File: src/rtl/adc_seq_pkg.sv
// Shared constants and types for the converter sequencer
package adc_seq_pkg;

  // Master clock
  localparam int CLK_PERIOD_NS = 25;
  localparam int DIV_RATIO = 4;

  // Variant codes on variant_sel
  localparam logic [1:0] VAR_FAST12 = 2'h0;
  localparam logic [1:0] VAR_STD12 = 2'h1;
  localparam logic [1:0] VAR_14 = 2'h2;
  localparam logic [1:0] VAR_16 = 2'h3;

  // Conversion timing in master clock cycles
  localparam int CONV12_CYC = 49;
  localparam int CONV14_CYC = 57;
  localparam int CONV16_CYC = 65;
  localparam int INTERLEAVE_EXTRA = 20;
  localparam int TRACK_DONE_DELAY = 15;
  localparam int EOC_READ_CYC = 4;

  // Acquisition time
  localparam int ACQ_EXTRA_CLK = 6;
  localparam int ACQ_FAST_NS = 1320;
  localparam int ACQ_STD_NS = 2250;
  localparam int ACQ_FAST_CYC =
    ACQ_EXTRA_CLK + (ACQ_FAST_NS + CLK_PERIOD_NS - 1) / CLK_PERIOD_NS;
  localparam int ACQ_STD_CYC =
    ACQ_EXTRA_CLK + (ACQ_STD_NS + CLK_PERIOD_NS - 1) / CLK_PERIOD_NS;

  // Calibration lengths
  localparam int CAL_FAST12_CYC = 58280;
  localparam int CAL_STD_CYC = 1441020;
  localparam int TRIM_FAST12_CONV = 2014;
  localparam int TRIM_STD_CONV = 72051;

  // Counter widths
  localparam int CNT_W = 21;
  localparam int TRIM_W = 17;
  localparam int ACQ_W = 7;

  // Values after reset
  localparam logic EOC_N_RESET = 1'h1;
  localparam logic TRACK_DONE_N_RESET = 1'h1;
  localparam logic CAL_RESET = 1'h1;

  // Sequencer states
  typedef enum logic [3:0] {
    ST_CAL = 4'h1,
    ST_TRACK = 4'h2,
    ST_SYNC = 4'h4,
    ST_CONVERT = 4'h8
  } seq_state_e;

endpackage

File: src/rtl/conv_tick_if.sv
// Internal conversion clock tick carrier
`timescale 1ns/10ps
interface conv_tick_if;
  logic clr;
  logic tick;
  modport gen(input clr, output tick);
  modport user(output clr, input tick);
endinterface

File: src/rtl/conv_clock_gen.sv
// Divide-by-four internal conversion clock tick
`timescale 1ns/10ps
module conv_clock_gen (
  // Clock and reset
  input wire logic mclk,
  input wire logic arst_n,
  // Tick output
  conv_tick_if.gen bus
);

  logic [1:0] phase;

  // Phase counter
  always_ff @(posedge mclk or negedge arst_n) begin
    if (!arst_n) begin
      phase <= 2'h0;
    end else if (bus.clr) begin
      phase <= 2'h0;
    end else begin
      phase <= phase + 2'h1;
    end
  end

  // Delayed tick, one per four cycles
  always_ff @(posedge mclk or negedge arst_n) begin
    if (!arst_n) begin
      bus.tick <= 1'h0;
    end else if (bus.clr) begin
      bus.tick <= 1'h0;
    end else begin
      bus.tick <= (phase == 2'(adc_seq_pkg::DIV_RATIO - 1));
    end
  end
endmodule

File: src/rtl/sar_adc_sample_cal_sequencer.sv
// Conversion, acquisition and calibration sequencer
// Summary of operation
// - Acquisition needs six cycles plus fixed time
// - Internal clock is master clock divided four
// - Unsynchronised strobe: hold now, start on tick
// - Conversion is 49, 57 or 65 cycles
// - Async worst case adds three cycles
// - Track done falls 15 cycles after done
// - Loopback gives 64, 72 or 80 cycles
// - Reset overrides all, restarts full calibration
// - Reset pin high clears, release calibrates
// - Calibration lasts 58280 or 1441020 cycles
// - Select, register select, strobe low resets
// - Done stays high during calibration
// - Strobe ignored while calibrating
// - Standalone 14/16 bit keeps done high after calibration
// - Interleave trims once per full set
// - Interleave adds 20 cycles per conversion
// - Falling strobe starts; long low restarts
// - Trim control latched while chip selected
// - Done falls at end, rises after read
`timescale 1ns/10ps
module sar_adc_sample_cal_sequencer #(
  parameter int CAL_FAST12_CYC = adc_seq_pkg::CAL_FAST12_CYC,
  parameter int CAL_STD_CYC = adc_seq_pkg::CAL_STD_CYC,
  parameter int TRIM_FAST12_CONV = adc_seq_pkg::TRIM_FAST12_CONV,
  parameter int TRIM_STD_CONV = adc_seq_pkg::TRIM_STD_CONV
) (
  // Clock and reset
  input wire logic mclk,
  input wire logic arst_n,
  // Host control pins
  input wire logic hw_reset,
  input wire logic chip_select_n,
  input wire logic read_n,
  input wire logic register_select,
  input wire logic sample_strobe_n,
  input wire logic background_trim_n,
  // Static configuration
  input wire logic [1:0] variant_sel,
  input wire logic fast_grade,
  // Status outputs
  output logic conversion_done_n,
  output logic track_done_n,
  output logic tracking,
  output logic converting,
  output logic calibrating,
  output logic acquisition_ok,
  output logic interleave_active,
  output logic trim_update
);

  localparam int CNT_W = adc_seq_pkg::CNT_W;
  localparam int TRIM_W = adc_seq_pkg::TRIM_W;
  localparam int ACQ_W = adc_seq_pkg::ACQ_W;

  adc_seq_pkg::seq_state_e state;
  adc_seq_pkg::seq_state_e next_state;
  logic soft_reset;
  logic any_reset;
  logic data_read;
  logic tick;
  logic cal_end;
  logic conv_end;
  logic conv_start;
  logic leave_track;
  logic [CNT_W-1:0] cnt;
  logic [3:0] trk_cnt;
  logic [ACQ_W-1:0] acq_cnt;
  logic [2:0] rd_cnt;
  logic [TRIM_W-1:0] trim_cnt;

  conv_tick_if tick_bus();

  conv_clock_gen u_clock_gen (
    .mclk(mclk),
    .arst_n(arst_n),
    .bus(tick_bus.gen)
  );

  // Fast 12-bit variant test
  function automatic logic is_fast12(input logic [1:0] v);
    is_fast12 = (v == adc_seq_pkg::VAR_FAST12);
  endfunction

  // Conversion length including interleave step
  function automatic logic [CNT_W-1:0] conv_len(input logic [1:0] v,
                                                input logic trim);
    logic [CNT_W-1:0] base;
    base = CNT_W'(adc_seq_pkg::CONV16_CYC);
    case (v)
      adc_seq_pkg::VAR_FAST12, adc_seq_pkg::VAR_STD12: begin
        base = CNT_W'(adc_seq_pkg::CONV12_CYC);
      end
      adc_seq_pkg::VAR_14: begin
        base = CNT_W'(adc_seq_pkg::CONV14_CYC);
      end
      default: begin
        base = CNT_W'(adc_seq_pkg::CONV16_CYC);
      end
    endcase
    conv_len = trim ? base + CNT_W'(adc_seq_pkg::INTERLEAVE_EXTRA) : base;
  endfunction

  // Full calibration length
  function automatic logic [CNT_W-1:0] cal_len(input logic [1:0] v);
    cal_len = is_fast12(v) ? CNT_W'(CAL_FAST12_CYC) : CNT_W'(CAL_STD_CYC);
  endfunction

  // Acquisition length
  function automatic logic [ACQ_W-1:0] acq_len(input logic [1:0] v,
                                               input logic fast);
    acq_len = (is_fast12(v) && fast) ? ACQ_W'(adc_seq_pkg::ACQ_FAST_CYC)
                                     : ACQ_W'(adc_seq_pkg::ACQ_STD_CYC);
  endfunction

  // Conversions per interleave set
  function automatic logic [TRIM_W-1:0] trim_len(input logic [1:0] v);
    trim_len = is_fast12(v) ? TRIM_W'(TRIM_FAST12_CONV)
                            : TRIM_W'(TRIM_STD_CONV);
  endfunction

  // Pin decode
  assign soft_reset = !chip_select_n && !register_select &&
                      !sample_strobe_n;
  assign any_reset = hw_reset || soft_reset;
  // Data read; also the standalone wiring
  assign data_read = !chip_select_n && !read_n && register_select;
  assign tick_bus.clr = any_reset;
  assign tick = tick_bus.tick;

  assign cal_end = (state == adc_seq_pkg::ST_CAL) &&
                   (cnt == cal_len(variant_sel) - CNT_W'(1));
  assign conv_end = (state == adc_seq_pkg::ST_CONVERT) &&
                    (cnt == conv_len(variant_sel, interleave_active) -
                     CNT_W'(2));
  assign conv_start = (next_state == adc_seq_pkg::ST_CONVERT) &&
                      (state != adc_seq_pkg::ST_CONVERT);
  assign leave_track = (state == adc_seq_pkg::ST_TRACK) &&
                       (next_state != adc_seq_pkg::ST_TRACK);

  // Next state
  always_comb begin
    next_state = state;
    case (state)
      adc_seq_pkg::ST_CAL: begin
        if (cal_end) begin
          next_state = adc_seq_pkg::ST_TRACK;
        end
      end
      adc_seq_pkg::ST_TRACK: begin
        if (!sample_strobe_n) begin
          next_state = tick ? adc_seq_pkg::ST_CONVERT
                            : adc_seq_pkg::ST_SYNC;
        end
      end
      adc_seq_pkg::ST_SYNC: begin
        if (tick) begin
          next_state = adc_seq_pkg::ST_CONVERT;
        end
      end
      adc_seq_pkg::ST_CONVERT: begin
        if (conv_end) begin
          next_state = adc_seq_pkg::ST_TRACK;
        end
      end
      default: begin
        next_state = adc_seq_pkg::ST_CAL;
      end
    endcase
    if (any_reset) begin
      next_state = adc_seq_pkg::ST_CAL;
    end
  end

  // State register
  always_ff @(posedge mclk or negedge arst_n) begin
    if (!arst_n) begin
      state <= adc_seq_pkg::ST_CAL;
    end else begin
      state <= next_state;
    end
  end

  // Calibration and conversion cycle counter
  always_ff @(posedge mclk or negedge arst_n) begin
    if (!arst_n) begin
      cnt <= '0;
    end else if (any_reset || next_state != state) begin
      cnt <= '0;
    end else if (state == adc_seq_pkg::ST_CAL ||
                 state == adc_seq_pkg::ST_CONVERT) begin
      cnt <= cnt + CNT_W'(1);
    end
  end

  // Status flags follow the next state
  always_ff @(posedge mclk or negedge arst_n) begin
    if (!arst_n) begin
      tracking <= 1'h0;
      converting <= 1'h0;
      calibrating <= adc_seq_pkg::CAL_RESET;
    end else begin
      tracking <= (next_state == adc_seq_pkg::ST_TRACK);
      converting <= (next_state == adc_seq_pkg::ST_SYNC) ||
                    (next_state == adc_seq_pkg::ST_CONVERT);
      calibrating <= (next_state == adc_seq_pkg::ST_CAL);
    end
  end

  // Conversion done
  always_ff @(posedge mclk or negedge arst_n) begin
    if (!arst_n) begin
      conversion_done_n <= adc_seq_pkg::EOC_N_RESET;
    end else if (any_reset) begin
      conversion_done_n <= 1'h1;
    end else if (conv_end) begin
      conversion_done_n <= 1'h0;
    end else if (cal_end) begin
      conversion_done_n <= data_read && !is_fast12(variant_sel) &&
                           variant_sel != adc_seq_pkg::VAR_STD12;
    end else if (conv_start) begin
      conversion_done_n <= 1'h1;
    end else if (rd_cnt == 3'(adc_seq_pkg::EOC_READ_CYC - 1)) begin
      conversion_done_n <= 1'h1;
    end
  end

  // Cycles since first read after done fell
  always_ff @(posedge mclk or negedge arst_n) begin
    if (!arst_n) begin
      rd_cnt <= 3'h0;
    end else if (any_reset || conversion_done_n || conv_end) begin
      rd_cnt <= 3'h0;
    end else if (rd_cnt != 3'h0 || data_read) begin
      rd_cnt <= rd_cnt + 3'h1;
    end
  end

  // Tracking time counter
  always_ff @(posedge mclk or negedge arst_n) begin
    if (!arst_n) begin
      trk_cnt <= 4'h0;
    end else if (state != adc_seq_pkg::ST_TRACK) begin
      trk_cnt <= 4'h0;
    end else if (trk_cnt != 4'(adc_seq_pkg::TRACK_DONE_DELAY)) begin
      trk_cnt <= trk_cnt + 4'h1;
    end
  end

  // Track done
  always_ff @(posedge mclk or negedge arst_n) begin
    if (!arst_n) begin
      track_done_n <= adc_seq_pkg::TRACK_DONE_N_RESET;
    end else if (any_reset || leave_track) begin
      track_done_n <= 1'h1;
    end else if (state == adc_seq_pkg::ST_TRACK &&
                 trk_cnt == 4'(adc_seq_pkg::TRACK_DONE_DELAY - 1)) begin
      track_done_n <= 1'h0;
    end
  end

  // Acquisition timer
  always_ff @(posedge mclk or negedge arst_n) begin
    if (!arst_n) begin
      acq_cnt <= '0;
    end else if (state != adc_seq_pkg::ST_TRACK) begin
      acq_cnt <= '0;
    end else if (!acquisition_ok) begin
      acq_cnt <= acq_cnt + ACQ_W'(1);
    end
  end

  always_ff @(posedge mclk or negedge arst_n) begin
    if (!arst_n) begin
      acquisition_ok <= 1'h0;
    end else begin
      acquisition_ok <= (next_state == adc_seq_pkg::ST_TRACK) &&
                        (acquisition_ok ||
                         (state == adc_seq_pkg::ST_TRACK &&
                          acq_cnt == acq_len(variant_sel, fast_grade) -
                          ACQ_W'(1)));
    end
  end

  // Interleave enable, transparent while selected
  always_ff @(posedge mclk or negedge arst_n) begin
    if (!arst_n) begin
      interleave_active <= 1'h0;
    end else if (hw_reset) begin
      interleave_active <= 1'h0;
    end else if (!chip_select_n) begin
      interleave_active <= !background_trim_n;
    end
  end

  // Interleave set counter and trim update pulse
  always_ff @(posedge mclk or negedge arst_n) begin
    if (!arst_n) begin
      trim_cnt <= '0;
      trim_update <= 1'h0;
    end else if (any_reset) begin
      trim_cnt <= '0;
      trim_update <= 1'h0;
    end else if (conv_end && interleave_active) begin
      if (trim_cnt == trim_len(variant_sel) - TRIM_W'(1)) begin
        trim_cnt <= '0;
        trim_update <= 1'h1;
      end else begin
        trim_cnt <= trim_cnt + TRIM_W'(1);
        trim_update <= 1'h0;
      end
    end else begin
      trim_update <= 1'h0;
    end
  end
endmodule

File: config.mk
export PLATFORM = sky130hd
export DESIGN_NAME = sar_adc_sample_cal_sequencer
export DESIGN_NICKNAME = d
export VERILOG_FILES = /design/src/rtl/adc_seq_pkg.sv /design/src/rtl/conv_tick_if.sv /design/src/rtl/conv_clock_gen.sv /design/src/rtl/sar_adc_sample_cal_sequencer.sv
export SDC_FILE = /design/constraint.sdc
export NUM_CORES = 1
export LEC_CHECK = 0
export BUFFER_PORTS_ARGS = -buffer_cell sky130_fd_sc_hd__buf_2
export CAP_MARGIN = 10
export CORE_MARGIN = 10
export CORE_UTILIZATION = 55
export CTS_BUF_LIST = sky130_fd_sc_hd__clkbuf_8
export CTS_CLUSTER_SIZE = 25
export DETAILED_ROUTE_END_ITERATION = 7
export PLACE_DENSITY_LB_ADDON = 0.12
export SLEW_MARGIN = 20
export SYNTH_ARGS = -nofsm -noshare
export SYNTH_HDL_FRONTEND = slang
export SYNTH_SLANG_ARGS = --single-unit
File: constraint.sdc
create_clock -name mclk -period 3.23 [get_ports mclk]
set_input_delay 0.646 -clock mclk [delete_from_list [all_inputs] [get_ports mclk]]
set_output_delay 0.646 -clock mclk [all_outputs]
set_load 0.005 [all_outputs]
==> results.json <==
{
  "endpoint_kind": "flop",
  "p_clk_share_pct": 49.0,
  "yosys-top-cells-area": "dfrtp_1 40%, nor2_1 5.5%, xor2_1 4.3%, ha_1 3.8%, nand3_1 3.6%",
  "synth_cells": 425,
  "grt_pass1_vias": 3165,
  "antenna_found_initial": 0,
  "crit_type": "primary input to flop",
  "cts_buffers": 9,
  "drv_cap": 0,
  "wl_met2_mm": 4.380,
  "switching_share_pct": 21.84,
  "ys_warn_count": 0,
  "clockRootBuffer": "clkbuf_8",
  "wl_met1_mm": 3.735,
  "die_w_um": 104.4,
  "yosysTopAreaCell": "dfrtp_1",
  "p_int_mw": 1.434,
  "portBuffers": 18,
  "overflow": 0,
  "cts-resized-gates": 0,
  "async_reset_ff_share_pct": 100.0,
  "relSlewSlack_pct": 58.16,
  "crit_arrival_ns": 3.11,
  "placed_area_sq_mm": 0.004105,
  "slew_violations": 0,
  "syn_to_final_growth_pct": 11.51,
  "insertion_delay_ns": 0.35,
  "wire_per_inst_um": 15.65,
  "synth_edf_count": 0,
  "seqCellArea_sq_mm": 0.001682,
  "path_cells": "buf_2 > nand2b_1 > ha_1 > xnor2_1 > a2111oi_2 > nand4_1 > or4b_4 > or4_1 > a21oi_1",
  "avgSynthCellArea_sq_um": 9.209,
  "htreeDepth": 3,
  "tightest_slew_ns": 0.6219,
  "setup_slack_ns": 0.3969,
  "dpl.cell_count": 530,
  "drive_gt1_share_pct": 12.89,
  "vias_per_cell": 5.901,
  "cts_setup_buffers": 0,
  "clock-sinks": 67,
  "critPathLaunchType": "primary input",
  "period_minus_slack_ns": 2.833,
  "critPathRequiredTime_ns": 3.50,
  "hold_violations": 0,
  "final_core_util_pct": 63.53,
  "fin_crit_sh_pct": 87.71,
  "power_density_mw_per_mm2": 420.4,
  "leakage_nw": 1.817,
  "ctsHoldBuffers": 0,
  "combPwrFrac_pct": 4.7,
  "finalPower_mw": 1.835,
  "switchingPower_mw": 0.4007,
  "clk_pin_slew_ns": 0.08,
  "ios": 19,
  "grt_pass1_wl_mm": 14.71,
  "cpPeakStageDelay_ns": 0.65,
  "outcome": "complete, no violations",
  "fin_setup_tns_ns": 0,
  "core_region_area_sq_mm": 0.006869,
  "syn-cell-area_sq_mm": 0.003914,
  "synth_common_cells": "63 x dfrtp_1, 57 x nor2_1, 28 x nand3_1",
  "crit_fanout": 12,
  "place.gp.congestion": 0.8611,
  "power_frac_seq_pct": 46.3,
  "die_area_sq_mm": 0.01089,
  "dr_wl_met3_um": 305,
  "n_antenna_cell": 0,
  "antenna_left": 0,
  "first_pass_iters": 4,
  "synth_seq_cells": 67,
  "grt_usage_pct": 15.90,
  "rsz0062_at_grt": "no",
  "finalSetupViolCount": 0,
  "start_util_pct": 56.98,
  "die_h_um": 104.4,
  "drcViolationCount": 0,
  "stdcell_count": 546,
  "routed_wl_mm": 8.545,
  "clockBufferDepth": 2,
  "skew_ns": 0.008116,
  "nFillCells": 597,
  "slowest_stage": "or4b_4",
  "design_area_sq_mm": 0.004364,
  "ys_seq_area_share_pct": 42.97,
  "place_worst_setup_slack_ns": 0.04599,
  "max_freq_mhz": 353.0,
  "hpwl_mm": 5.952,
  "drt_iter0_drc": 168,
  "cts_tree": "done",
  "synth_most_common_cell": "dfrtp_1",
  "hp-class": "primary input to asynchronous set/reset pin",
  "max-vdd-ir-drop_v": 0.0002583,
  "synth_fp_nets": 448,
  "ys_types": 54,
  "highest_layer": "met4",
  "synth_top_area_share_pct": 40.28,
  "synth_flop_cell": "dfrtp_1",
  "multi_input_area_sq_mm": 0.002091,
  "vias": 3222,
  "hold_ws_ns": 0.3028,
  "grt_max_degree": 68,
  "rows": 30,
  "finalNetCount": 468
}
worst max-delay path: cells and delay by family:
kind | cells | cell delay [ns]
XOR/XNOR | 1 | 0.14
AND/OR/NAND/NOR | 4 | 1.48
adder cells (fa/ha/maj) | 1 | 0.29
AO/OA/AOI/OAI | 2 | 0.43
buffers and inverters | 1 | 0.11
cell families (layout without fill, tap and decap cells):
group | count (synthesis) | in the layout | share of synthesized area (%)
simple gates | 216 | 216 | 30.47
flops | 67 | 67 | 42.97
compound gates | 67 | 67 | 10.68
mux | 5 | 5 | 1.279
xor+xnor | 32 | 32 | 7.161
buf+inv | 26 | 51 | 3.612
fa+ha+maj | 12 | 12 | 3.836
layout make-up:
cell class                 count  share of cell area [%]
multi-input combinational    332                   47.91
sequential                    67                   38.53
timing repair buffer          27                   4.186
clock buffer                  11                   3.469
tap                           96                   2.752
clock inverter                 5                   2.466
inverter                       8                  0.6881
power groups by stage:
stage / sequential, mW / clock, mW / combinational, mW
finish: 0.849 / 0.900 / 0.0861
global route: 0.850 / 0.946 / 0.0982
global placement: 0.865 / 0 / 0.0859
detailed placement: 0.865 / 0 / 0.0874
CTS: 0.849 / 0.912 / 0.0879
floorplan: 0.864 / 0 / 0.0457
placed cells by master (no fill, tap or decap), types with 7 or more instances in the layout:
cell       n
nand3_1   28
nor2_1    57
xnor2_1   13
and4_1     7
nor3_1    13
nand2_1   25
nor2b_1    7
a21oi_1   25
buf_2     18
xor2_1    19
nand4_1   11
o21ai_0   22
dfrtp_1   63
buf_4      7
clkbuf_8  11
ha_1      12
and3_1     8
or3_1     13
nand2b_1   7
inv_1      8
routing by layer:
metal	global-route usage (%)	vias up
li1	-	1568
met5	0	-
met1	18.20	1579
met2	27.75	61
met3	3.841	14
met4	6.163	0
registers in the layout, summed over array words and instances, names as in the netlist:
register and cells:
cnt 21, u_clock_gen.bus.tick 1, interleave_active 1, conversion_done_n 1, trim_cnt 17, trim_update 1
trk_cnt 4, tracking 1, acq_cnt 7, rd_cnt 3, acquisition_ok 1, calibrating 1
converting 1, track_done_n 1, state 4, u_clock_gen.phase 2
final timing paths:
path / startpoint / to / slack [ns] / cells after the start
setup / recovery: variant_sel[0] / trim_cnt[5] / 0.40 / 9
hold / removal: arst_n / trim_cnt[0] / 0.30 / 2
setup reg to reg: interleave_active / trim_cnt[5] / 0.46 / 8
hold reg to reg: u_clock_gen.phase[0] / u_clock_gen.phase[0] / 0.44 / 1
max in group asynchronous: arst_n / state[0] / 2.60 / 2
min in group mclk: u_clock_gen.phase[0] / u_clock_gen.phase[0] / 0.44 / 1
Power figures use the tool's default switching activity.
